--- src/pipe_phy_pkg.sv ---
// Shared constants and types for the PIPE PHY lane model.
package pipe_phy_pkg;

  localparam int LANE_LIMIT = 8;

  // Control and status registers reached over the Avalon-MM slave port.
  localparam logic [7:0] REG_CTRL   = 8'h00;
  localparam logic [7:0] REG_STATE  = 8'h04;
  localparam logic [7:0] REG_POWER  = 8'h08;
  localparam logic [7:0] REG_FLAGS  = 8'h0C;
  localparam logic [7:0] REG_MARGIN = 8'h10;
  localparam logic [7:0] REG_INFER  = 8'h14;
  localparam logic [7:0] REG_IDLE   = 8'h18;
  localparam logic [7:0] REG_DONES  = 8'h1C;

  localparam int          CTRL_LOOPBACK_BIT = 0;
  localparam int          CTRL_PRESENT_BIT  = 1;
  localparam logic [1:0]  CTRL_RESET        = 2'h0;
  localparam int          STATE_RATE_POS    = 8;
  localparam int          FLAGS_POL_POS     = 8;
  localparam int          FLAGS_SWING_POS   = 16;
  localparam int          FLAGS_DEEMPH_POS  = 24;
  localparam int          IDLE_LINE_POS     = 8;

  typedef enum logic [1:0] {
    PWR_P0  = 2'h0,
    PWR_P0S = 2'h1,
    PWR_P1  = 2'h2,
    PWR_P2  = 2'h3
  } power_state_t;

  localparam power_state_t PWR_RESET = PWR_P1;

  localparam logic [1:0] RATE_GEN1 = 2'h0;
  localparam logic [1:0] RATE_GEN2 = 2'h1;

  localparam logic [4:0] TRN_DETECT_QUIET  = 5'h00;
  localparam logic [4:0] TRN_DETECT_ACTIVE = 5'h01;
  localparam logic [4:0] TRN_POLL_ACTIVE   = 5'h02;
  localparam logic [4:0] TRN_L0            = 5'h0F;
  localparam logic [4:0] TRN_DISABLE       = 5'h10;
  localparam logic [4:0] TRN_LOOP_ENTRY    = 5'h11;
  localparam logic [4:0] TRN_LOOP_EXIT     = 5'h12;
  localparam logic [4:0] TRN_SPEED_RECOV   = 5'h1A;

  localparam logic [2:0] RXST_OK       = 3'h0;
  localparam logic [2:0] RXST_DETECTED = 3'h3;

  localparam logic [2:0] INFER_COM_SKP   = 3'h4;
  localparam logic [2:0] INFER_TS        = 3'h5;
  localparam logic [2:0] INFER_EXIT_UI   = 3'h6;
  localparam logic [2:0] INFER_EXIT_WIN  = 3'h7;

  // Timing, with every figure in its own unit and the cycle counts derived.
  localparam int CLK_PERIOD_PS = 100000;
  localparam int WINDOW_US     = 128;
  localparam int TS_SPAN_UI    = 1280;
  localparam int EXIT_UI_GEN1  = 2000;
  localparam int EXIT_UI_GEN2  = 16000;
  localparam int UI_GEN1_PS    = 400;
  localparam int UI_GEN2_PS    = 200;
  localparam int WINDOW_CYC    = (WINDOW_US * 1000000 + CLK_PERIOD_PS - 1) / CLK_PERIOD_PS;
  localparam int TS_GEN1_CYC   = (TS_SPAN_UI * UI_GEN1_PS + CLK_PERIOD_PS - 1) / CLK_PERIOD_PS;
  localparam int TS_GEN2_CYC   = (TS_SPAN_UI * UI_GEN2_PS + CLK_PERIOD_PS - 1) / CLK_PERIOD_PS;
  localparam int EXIT_GEN1_CYC = (EXIT_UI_GEN1 * UI_GEN1_PS + CLK_PERIOD_PS - 1) / CLK_PERIOD_PS;
  localparam int EXIT_GEN2_CYC = (EXIT_UI_GEN2 * UI_GEN2_PS + CLK_PERIOD_PS - 1) / CLK_PERIOD_PS;

  localparam int DONE_DELAY_CYC = 4;
  localparam int LOCK_CYC       = 4;

  typedef enum logic [1:0] {
    SEQ_IDLE = 2'b00,
    SEQ_WAIT = 2'b01,
    SEQ_DONE = 2'b11
  } seq_state_t;

endpackage

--- src/pipe_phy_infer.sv ---
// Electrical-idle inference timer for one lane.
`timescale 1ns/1ns
module pipe_phy_infer (
  input  wire logic       sys_clk,
  input  wire logic       resetn,
  input  wire logic [2:0] infer_select,
  input  wire logic [1:0] lane_rate,
  input  wire logic       set_seen,
  input  wire logic       idle_exit,
  output logic            idle_inferred_q
);

  logic [15:0] cnt_q;
  logic [2:0]  sel_q;
  logic [15:0] limit;
  logic        activity;
  logic        gen2;

  assign gen2 = (lane_rate == pipe_phy_pkg::RATE_GEN2);

  always_comb
  begin
    limit    = 16'h0000;
    activity = 1'b0;
    case (infer_select)
      pipe_phy_pkg::INFER_COM_SKP:
      begin
        limit    = 16'(pipe_phy_pkg::WINDOW_CYC);
        activity = set_seen;
      end
      pipe_phy_pkg::INFER_TS:
      begin
        limit    = gen2 ? 16'(pipe_phy_pkg::TS_GEN2_CYC)
                        : 16'(pipe_phy_pkg::TS_GEN1_CYC);
        activity = set_seen;
      end
      pipe_phy_pkg::INFER_EXIT_UI:
      begin
        limit    = gen2 ? 16'(pipe_phy_pkg::EXIT_GEN2_CYC)
                        : 16'(pipe_phy_pkg::EXIT_GEN1_CYC);
        activity = idle_exit;
      end
      pipe_phy_pkg::INFER_EXIT_WIN:
      begin
        // Defined for every rate except the second-generation one; at that rate it never fires.
        limit    = gen2 ? 16'h0000 : 16'(pipe_phy_pkg::WINDOW_CYC);
        activity = idle_exit;
      end
      default:
      begin
        limit    = 16'h0000;
        activity = 1'b0;
      end
    endcase
  end

  always_ff @(posedge sys_clk)
  begin
    if (!resetn || activity || infer_select != sel_q || limit == 16'h0000)
      cnt_q <= 16'h0000;
    else if (cnt_q != limit)
      cnt_q <= cnt_q + 16'h0001;
  end

  always_ff @(posedge sys_clk)
  begin
    if (!resetn)
    begin
      sel_q           <= 3'h0;
      idle_inferred_q <= 1'b0;
    end
    else
    begin
      sel_q           <= infer_select;
      idle_inferred_q <= (limit != 16'h0000) && (cnt_q == limit) && !activity;
    end
  end

  a_infer_off_none: assert property (@(posedge sys_clk) disable iff (!resetn)
    !infer_select[2] |=> !idle_inferred_q) else $error("inference with select 0xx");

  a_infer_gen1_only: assert property (@(posedge sys_clk) disable iff (!resetn)
    (infer_select == 3'h7 && gen2) |=> !idle_inferred_q)
    else $error("exit window inferred at gen2");

endmodule

--- config.mk ---
export PLATFORM = sky130hd
export DESIGN_NAME = pipe_phy_infer
export DESIGN_NICKNAME = d
export VERILOG_FILES = /design/src/pipe_phy_pkg.sv /design/src/pipe_phy_infer.sv
export SDC_FILE = /design/constraint.sdc
export NUM_CORES = 1
export LEC_CHECK = 0
export BUFFER_PORTS_ARGS = -buffer_cell sky130_fd_sc_hd__buf_2
export CAP_MARGIN = 40
export CORE_UTILIZATION = 24
export CTS_CLUSTER_DIAMETER = 50
export CTS_CLUSTER_SIZE = 25
export DETAILED_ROUTE_END_ITERATION = 8
export PLACE_DENSITY_LB_ADDON = 0.12
export SETUP_SLACK_MARGIN = 0.1
export SLEW_MARGIN = 30
export SYNTH_ARGS = -nofsm -noshare
export SYNTH_HDL_FRONTEND = slang
export SYNTH_SLANG_ARGS = --single-unit
--- constraint.sdc ---
create_clock -name sys_clk -period 1.9 [get_ports sys_clk]
set_input_delay 0.095 -clock sys_clk [delete_from_list [all_inputs] [get_ports sys_clk]]
set_output_delay 0.095 -clock sys_clk [all_outputs]
set_load 0.03 [all_outputs]
==> flow_summary.ini, run 1 <==
[final_layout]
stdcell_area_mm2 = 0.00118
antenna_cells = 0
final_cell_mix = 24 x nor2_1, 20 x dfxtp_1, 9 x xor2_1, 9 x buf_2
layout.nets = 145
syn_to_final_growth_pct = 20.0
final_common_cell = nor2_1
drive_gt1_share_pct = 18.0

[global_routing]
grt_pass1_wl_um = 3520
grt_max_degree = 17
antenna_found_initial = 0
grt_pass1_vias = 797
gr-total-overflow = 0
track_usage_pct = 10.9

[worst_setup_path]
cp_max_fo = 3
worstSetupPathType = reg -> reg
worstPathArrival_ns = 1.88
cp_slowest_stage_delay_ns = 0.37
cp_slowest_cell = a2111oi_0
cp-start-kind = flip-flop
endpoint_kind = flip-flop
crit_chain = and2b_1, a2111oi_0, o21ai_1, o211a_1, or3_1, a21oi_1
worstPathRequired_ns = 2.09

[floorplanning]
die_height_um = 66.0
initial_core_util_pct = 25.9
pin_count = 10
die_area_mm2 = 0.00436
rows = 22
dieWidth_um = 66.0
core-area_mm2 = 0.00380

[timing]
max-slew-margin-rel_pct = 75.0
clock.fmax_mhz = 592
period_share_pct = 88.9
rsz0062_at_grt = no
setup_violations = 0
slew_viol_final = 0
tightest_slew_ns = 0.366
hold_violations = 0
skew_ns = 0.00246
timing.setup.tns_ns = 0
period_minus_slack_ns = 1.69

[cts]
root_buffer = clkbuf_8
cts_tree = built
cts_buffers = 3
htreeDepth = 1
clock-sinks = 20
clk_pin_slew_ns = 0.07
cts_buffer_depth = 2
clock_latency_ns = 0.25
hold_buffers = 0

[detailed_routing]
vias = 826
drc = 0
top_layer_used = met4
drt_iter0_markers = 26
wl_met3_um = 97
wl_met1_um = 1040
antenna_left = 0
drt-total-wl_um = 2110
vias_per_cell = 4.56
wl_met2_um = 966
dr.pass1.iters = 4
wire_per_inst_um = 11.7

[power_and_ir_drop]
power_leakage_nw = 0.424
cellPowerDensity_mw_per_mm2 = 638
vdd.ir_drop.worst_mv = 0.341

[run]
cap_violations = 0

[placed_design]
hpwl_um = 1530
globalplace.congestion = 0.708
dpl-instance-area_mm2 = 0.00111
place.port_buffers = 9

[yosys]
post_synth_num_cell_types = 32
synth-seq-area-share_pct = 40.7
synth_nets = 128
post_synth.cell_area_avg_um2 = 8.33
yosys.area.top_type = dfxtp_1
synth_area_leaders = dfxtp_1 41%, nor2_1 9.5%, xor2_1 8.0%
synth_top_area_share_pct = 40.7
ys_ff_latch = 20
synth_cells = 118
ys_warn_count = 0
syn_area_um2 = 983

[worst_hold_path]
hold_class = in -> reg

[outcome]
outcome = finished, final reports clean
final timing paths:
kind                     startpoint  slack (ns)                     end  cells past startpoint
max           cnt_q[0]$_SDFFE_PP0P_        0.21   cnt_q[2]$_SDFFE_PP0P_                      6
min                          resetn        0.07     sel_q[1]$_SDFF_PN0_                      2
max reg2reg   cnt_q[0]$_SDFFE_PP0P_        0.21   cnt_q[2]$_SDFFE_PP0P_                      6
min reg2reg  cnt_q[15]$_SDFFE_PP0P_        0.55  cnt_q[15]$_SDFFE_PP0P_                      2
critical path: cells and delay by family (launching register included):
kind,cells,cell delay (ns)
AO/OA/AOI/OAI,4,0.79
AND/OR/NAND/NOR,2,0.48
flip-flops,1,0.34
layer usage:
metal	vias up	track usage, %
met5	-	0
met4	0	3.19
met3	2	3.79
met2	15	18.5
met1	379	12.9
li1	430	-
cells in the mapped netlist:
cell type  instances
and2b_1            2
nand3_1            4
a211oi_1           1
mux2i_1            2
a2111oi_0          1
xor2_1             9
o21ai_0            4
nor4bb_1           1
and3_2             1
a2111oi_1          1
nor2_1            25
inv_1              5
nor2b_1            1
nand4_1            5
clkbuf_1           1
nand2_1            7
o21ai_1            1
ha_1               1
or3_1              1
o211ai_1           2
nand3b_1           1
nor3_1             2
a21oi_1            2
nor4_1             1
and4_1             2
and2_1             3
dfxtp_1           20
and3b_1            1
o211a_1            1
or2_2              1
xnor2_1            7
buf_2              2
stage by stage:
step	hold WS [ns]	total power [mW]	util (%)	worst slack (ns)	std cells
3_3_place_gp	0.338	0.485	29.3	0.130	177
2_1_floorplan	0.222	0.468	-	0.219	118
6_report	0.0704	0.753	31.1	0.211	181
5_1_grt	0.0928	0.788	31.1	0.0841	181
3_5_place_dp	0.339	0.484	29.3	0.201	177
4_1_cts	0.0708	0.764	30.4	0.185	180
where the power goes:
part	total, mW	switching (mW)	leakage, nW	internal [mW]
sequential	0.425	0.00144	0.162	0.423
clock	0.277	0.136	0.0216	0.141
combinational	0.0514	0.0277	0.240	0.0236
flip-flops by register name (all words and copies together) (netlist names):
register         flops
sel_q                3
idle_inferred_q      1
cnt_q               16
cells by family after synthesis:
group	synth area share (%)
AND/OR/NAND/NOR	29.6
flip-flops	40.7
XOR/XNOR	14.2
AO/OA/AOI/OAI	8.78
buffers and inverters	3.31
multiplexers	2.04
adder cells (fa/ha/maj)	1.27
layout make-up:
| type | count | area (µm²) |
|---|---|---|
| fillers | 413 | 2620 |
| multi-input cells | 90 | 569 |
| flip-flops and latches | 20 | 400 |
| repair buffers | 15 | 90.1 |
| well taps | 48 | 60.1 |
| clock buffers | 3 | 41.3 |
| inverters | 5 | 18.8 |
timing repair:
action / in CTS / in global routing
setup buffers: 0 / 1
hold endpoints to repair: 0 / 0
endpoints found under the setup margin: 0 / 4
gates resized for setup: 0 / 4
Note: power is estimated with default switching activity, not from simulation.
==> inputs of run 2 (changes only) <==
--- a/config.mk
+++ b/config.mk
@@ -7,7 +7,7 @@
 export LEC_CHECK = 0
 export BUFFER_PORTS_ARGS = -buffer_cell sky130_fd_sc_hd__buf_2
 export CAP_MARGIN = 40
-export CORE_UTILIZATION = 24
+export CORE_UTILIZATION = 55
 export CTS_CLUSTER_DIAMETER = 50
 export CTS_CLUSTER_SIZE = 25
 export DETAILED_ROUTE_END_ITERATION = 8
==> flow_summary.ini, run 2 (synthesis gave the netlist of run 1 again) <==
[cts]
cts_tree = built
cts_buffer_depth = 2
root_buffer = clkbuf_4
clock-sinks = 20
clock_latency_ns = 0.30
cts_buffers = 3
clk_pin_slew_ns = 0.12
htreeDepth = 1

[timing]
skew_ns = 0.00385
hold_violations = 0
rsz0062_at_grt = no
setup_violations = 0
tightest_slew_ns = 0.361
period_minus_slack_ns = 1.74
setup_ws_ns = 0.164
slew_viol_final = 0
clock.fmax_mhz = 576
period_share_pct = 91.4
max-slew-margin-rel_pct = 75.6
timing.setup.tns_ns = 0

[worst_setup_path]
worstSetupPathType = reg -> reg
critPathTopFamily = simple AND/OR/NAND/NOR gates
cp_slowest_cell = nor4bb_1
worstPathArrival_ns = 1.94
cp_max_fo = 4
cp_slowest_stage_delay_ns = 0.39
cp-start-kind = flip-flop
endpoint_kind = flip-flop
crit_chain = nor4_1, o211ai_1, nor4bb_1, o211ai_1, mux2i_1, nor2_1
worstPathRequired_ns = 2.10
path_buf_inv = 0
cpMostUsedCell = o211ai_1

[placed_design]
hpwl_um = 1380
globalplace.congestion = 0.751
place.port_buffers = 9
dp.cells = 151
place_ws_ns = 0.163

[global_routing]
gr-total-overflow = 0
grt_pass1_vias = 774
grt_pass1_wl_um = 3430
grt_max_degree = 13
track_usage_pct = 23.6
antenna_found_initial = 0

[final_layout]
fill_cells = 129
layout.nets = 143
reg_top3 = cnt_q: 16 flops, sel_q: 3 flops, idle_inferred_q: 1 flops
drive_gt1_share_pct = 18.2
syn_to_final_growth_pct = 15.9
fin_cells = 156
regMostFlops = cnt_q
final_common_cell = nor2_1
antenna_cells = 0
largest_reg_flops = 16
fin_util_pct = 71.5
final_cell_mix = 24 x nor2_1, 17 x dfxtp_1, 9 x xor2_1, 9 x buf_2

[floorplanning]
initial_core_util_pct = 61.7
rows = 14
pin_count = 10
die_area_mm2 = 0.00196
die_height_um = 44.3
dieWidth_um = 44.3
core-area_mm2 = 0.00159

[detailed_routing]
dr.pass1.iters = 4
drc = 0
antenna_left = 0
wire_per_inst_um = 12.5
vias = 820
drt_iter0_markers = 20
vias_per_cell = 5.26
drt-total-wl_um = 1940

[run]
cap_violations = 0

[power_and_ir_drop]
power_leakage_nw = 0.419
cellPowerDensity_mw_per_mm2 = 726
vdd.ir_drop.worst_mv = 0.514

[outcome]
outcome = finished, final reports clean

[worst_hold_path]
hold_class = in -> reg
run 2: changes by cell type in the layout (fill, tap and decap cells not counted), moves of 2 or more:
cell,change
dfxtp_1,-3
clkbuf_4,+3
clkbuf_8,-3
dfxtp_2,+3
a2111oi_1,+2
buf_4,-2
run 2: what timing repair did:
item | CTS | global route
resized for setup | 0 | 6
buffers inserted | 0 | 1
endpoints found under the setup margin | 0 | 5
hold buffers | 0 | 0
run 2: layout make-up:
class                   count  area (µm²)  area share [%]
repair buffers             13        75.1            6.59
inverters                   5        18.8            1.65
well taps                  24        30.0            2.63
multi-input cells          90         559            49.1
clock buffers               3        22.5            1.98
clock inverters             1        30.0            2.63
flip-flops and latches     20         404            35.5
run 2: final timing paths:
| path | start | end | slack [ns] | cells past startpoint |
|---|---|---|---|---|
| max | cnt_q[4]$_SDFFE_PP0P_ | cnt_q[1]$_SDFFE_PP0P_ | 0.16 | 6 |
| min | resetn | sel_q[0]$_SDFF_PN0_ | 0.02 | 2 |
| max reg2reg | cnt_q[4]$_SDFFE_PP0P_ | cnt_q[1]$_SDFFE_PP0P_ | 0.16 | 6 |
| min reg2reg | cnt_q[2]$_SDFFE_PP0P_ | cnt_q[2]$_SDFFE_PP0P_ | 0.54 | 2 |
run 2: report_power, final:
part	leakage, nW	internal, mW	switching, mW
Sequential	0.163	0.423	0.00153
Clock	0.0279	0.213	0.140
Combinational	0.228	0.0231	0.0267
Total	0.419	0.660	0.168
run 2: metrics by stage:
stage               instance area (µm²)  hold WS, ns  power, mW
CTS                                1120       0.0100      0.831
detailed placement                 1070        0.332      0.483
global placement                   1070        0.325      0.481
finish                             1140       0.0181      0.827
floorplan                           983        0.222      0.468
global route                       1140       0.0301      0.853
run 2: per-layer routing:
metal / vias up / global-route usage, % / share of wire, %
met5: - / 0 / 0
met4: 0 / 7.27 / 0.72
met3: 2 / 3.67 / 2.6
met2: 13 / 37.1 / 47
met1: 379 / 33.2 / 49
li1: 426 / - / -
==> inputs of run 3 (changes only) <==
--- a/config.mk
+++ b/config.mk
@@ -7,10 +7,11 @@
 export LEC_CHECK = 0
 export BUFFER_PORTS_ARGS = -buffer_cell sky130_fd_sc_hd__buf_2
 export CAP_MARGIN = 40
-export CORE_UTILIZATION = 55
+export CORE_UTILIZATION = 51
 export CTS_CLUSTER_DIAMETER = 50
 export CTS_CLUSTER_SIZE = 25
 export DETAILED_ROUTE_END_ITERATION = 8
+export GPL_ROUTABILITY_DRIVEN = 0
 export PLACE_DENSITY_LB_ADDON = 0.12
 export SETUP_SLACK_MARGIN = 0.1
 export SLEW_MARGIN = 30
==> flow_summary.ini, run 3 (synthesis gave the netlist of run 1 again) <==
[worst_setup_path]
crit_chain = and2b_1, a2111oi_2, o21ai_1, o211a_1, or3_1, a21oi_1
startpoint = cnt_q[2]$_SDFFE_PP0P_
cp_slowest_stage_delay_ns = 0.39
rr_worst_depth = 6
worstSetupPathType = reg -> reg
r2r_start = cnt_q[2]$_SDFFE_PP0P_
worstPathRequired_ns = 2.14
endpoint_kind = flip-flop
r2r-end = cnt_q[2]$_SDFFE_PP0P_
cp_max_fo = 8
worstPathArrival_ns = 1.96
rrSetupSlack_ns = 0.18
cp-start-kind = flip-flop
setup.worst_path.end = cnt_q[2]$_SDFFE_PP0P_
cp_slowest_cell = dfxtp_1

[final_layout]
fill_cells = 176
regMostFlops = cnt_q
drive_gt1_share_pct = 17.6
largest_reg_flops = 16
layout.nets = 142
fin_cells = 156
final_common_cell = nor2_1
reg_top3 = cnt_q: 16 flops, sel_q: 3 flops, idle_inferred_q: 1 flops
final_cell_mix = 25 x nor2_1, 18 x dfxtp_1, 9 x xor2_1, 9 x buf_2
antenna_cells = 0
syn_to_final_growth_pct = 14.4
stdcell_area_mm2 = 0.00112

[outcome]
outcome = finished, final reports clean

[timing]
slew_viol_final = 0
skew_ns = 0.0121
timing.setup.tns_ns = 0
period_share_pct = 90.4
setup_violations = 0
clock.fmax_mhz = 582
rsz0062_at_grt = yes
tightest_slew_ns = 0.413
period_minus_slack_ns = 1.72
setup_ws_ns = 0.183
hold_violations = 0
max-slew-margin-rel_pct = 72.4

[detailed_routing]
wire_per_inst_um = 11.6
dr.pass1.iters = 4
antenna_left = 0
drc = 0
vias = 827
drt-total-wl_um = 1810
vias_per_cell = 5.30
drt_iter0_markers = 9

[power_and_ir_drop]
vdd.ir_drop.worst_mv = 0.558
cellPowerDensity_mw_per_mm2 = 636
power_leakage_nw = 0.410

[placed_design]
dpl-instance-area_mm2 = 0.00107
place_ws_ns = 0.0950
hpwl_um = 1300
dp.cells = 152
place.port_buffers = 9

[cts]
clock-sinks = 20
cts_buffer_depth = 2
clock_latency_ns = 0.29
cts_tree = built
cts_buffers = 3
htreeDepth = 1
clk_pin_slew_ns = 0.11
cts_setup_buffers = 0
root_buffer = clkbuf_4

[global_routing]
grt_pass1_wl_um = 2940
track_usage_pct = 19.4
gr-total-overflow = 0
grt_pass1_vias = 740
grt_max_degree = 17
antenna_found_initial = 0

[floorplanning]
initial_core_util_pct = 55.7
dieWidth_um = 45.9
core-area_mm2 = 0.00176
rows = 15
die_area_mm2 = 0.00211
pin_count = 10
die_height_um = 45.9

[worst_hold_path]
hold_class = in -> reg
whs_path_depth = 2

[run]
cap_violations = 0
-- run 3: cell count changes in the layout (fill, tap and decap cells not counted) --
cell	change
nor4bb_2	+1
dfxtp_1	+1
nor2_2	-1
a2111oi_2	+2
dfxtp_2	-1
nor3_2	-1
nor4bb_1	-1
clkbuf_8	+1
nor2_1	+1
buf_4	-1
a2111oi_1	-2
bufinv_16	-1
nor3_1	+1
-- run 3: cell type report --
| class | count | area (µm²) | share of cell area (%) |
|---|---|---|---|
| inverter | 5 | 18.8 | 1.67 |
| multi-input combinational | 90 | 568 | 50.5 |
| tap | 25 | 31.3 | 2.78 |
| clock buffer | 4 | 36.3 | 3.23 |
| timing repair buffer | 12 | 67.6 | 6.01 |
| sequential | 20 | 403 | 35.8 |
-- run 3: worst min path at each step --
stage                 from                  end  slack [ns]
global route        resetn  sel_q[1]$_SDFF_PN0_        0.02
detailed placement  resetn  sel_q[0]$_SDFF_PN0_        0.33
finish              resetn  sel_q[0]$_SDFF_PN0_        0.03
CTS                 resetn  sel_q[0]$_SDFF_PN0_        0.02
floorplan           resetn  sel_q[0]$_SDFF_PN0_        0.22
global placement    resetn  sel_q[0]$_SDFF_PN0_        0.33
-- run 3: per-layer routing --
| metal | vias up | routed length [µm] | global-route usage [%] | share of wire, % |
|---|---|---|---|---|
| li1 | 428 | - | - | - |
| met1 | 383 | 855 | 22.7 | 47 |
| met2 | 14 | 866 | 34.6 | 48 |
| met3 | 2 | 67 | 2.38 | 3.7 |
| met4 | 0 | 15 | 8.82 | 0.83 |
| met5 | - | 0 | 0 | 0 |
-- run 3: metrics by stage --
| stage | hold slack, ns | power (mW) | util, % |
|---|---|---|---|
| floorplan | 0.222 | 0.468 | - |
| global placement | 0.325 | 0.482 | 60.6 |
| detailed placement | 0.332 | 0.483 | 60.6 |
| CTS | 0.0222 | 0.728 | 62.8 |
| global route | 0.0170 | 0.750 | 63.8 |
| finish | 0.0338 | 0.715 | 63.8 |
-- run 3: timing repair --
action | in CTS | in global routing
endpoints found under the setup margin | 1 | 4
pin swaps | 0 | 1
gates resized for setup | 2 | 4
hold buffers | 0 | 0
-- run 3: report_power, final --
part	switching (mW)	internal (mW)
combinational	0.0275	0.0243
clock	0.122	0.117
sequential	0.00148	0.423
total	0.151	0.564
-- run 3: worst max-delay path, delay by kind of cell (launching register included) --
family / cells / cell delay, ns
compound gates: 4 / 0.78
simple gates: 2 / 0.50
flops: 1 / 0.39
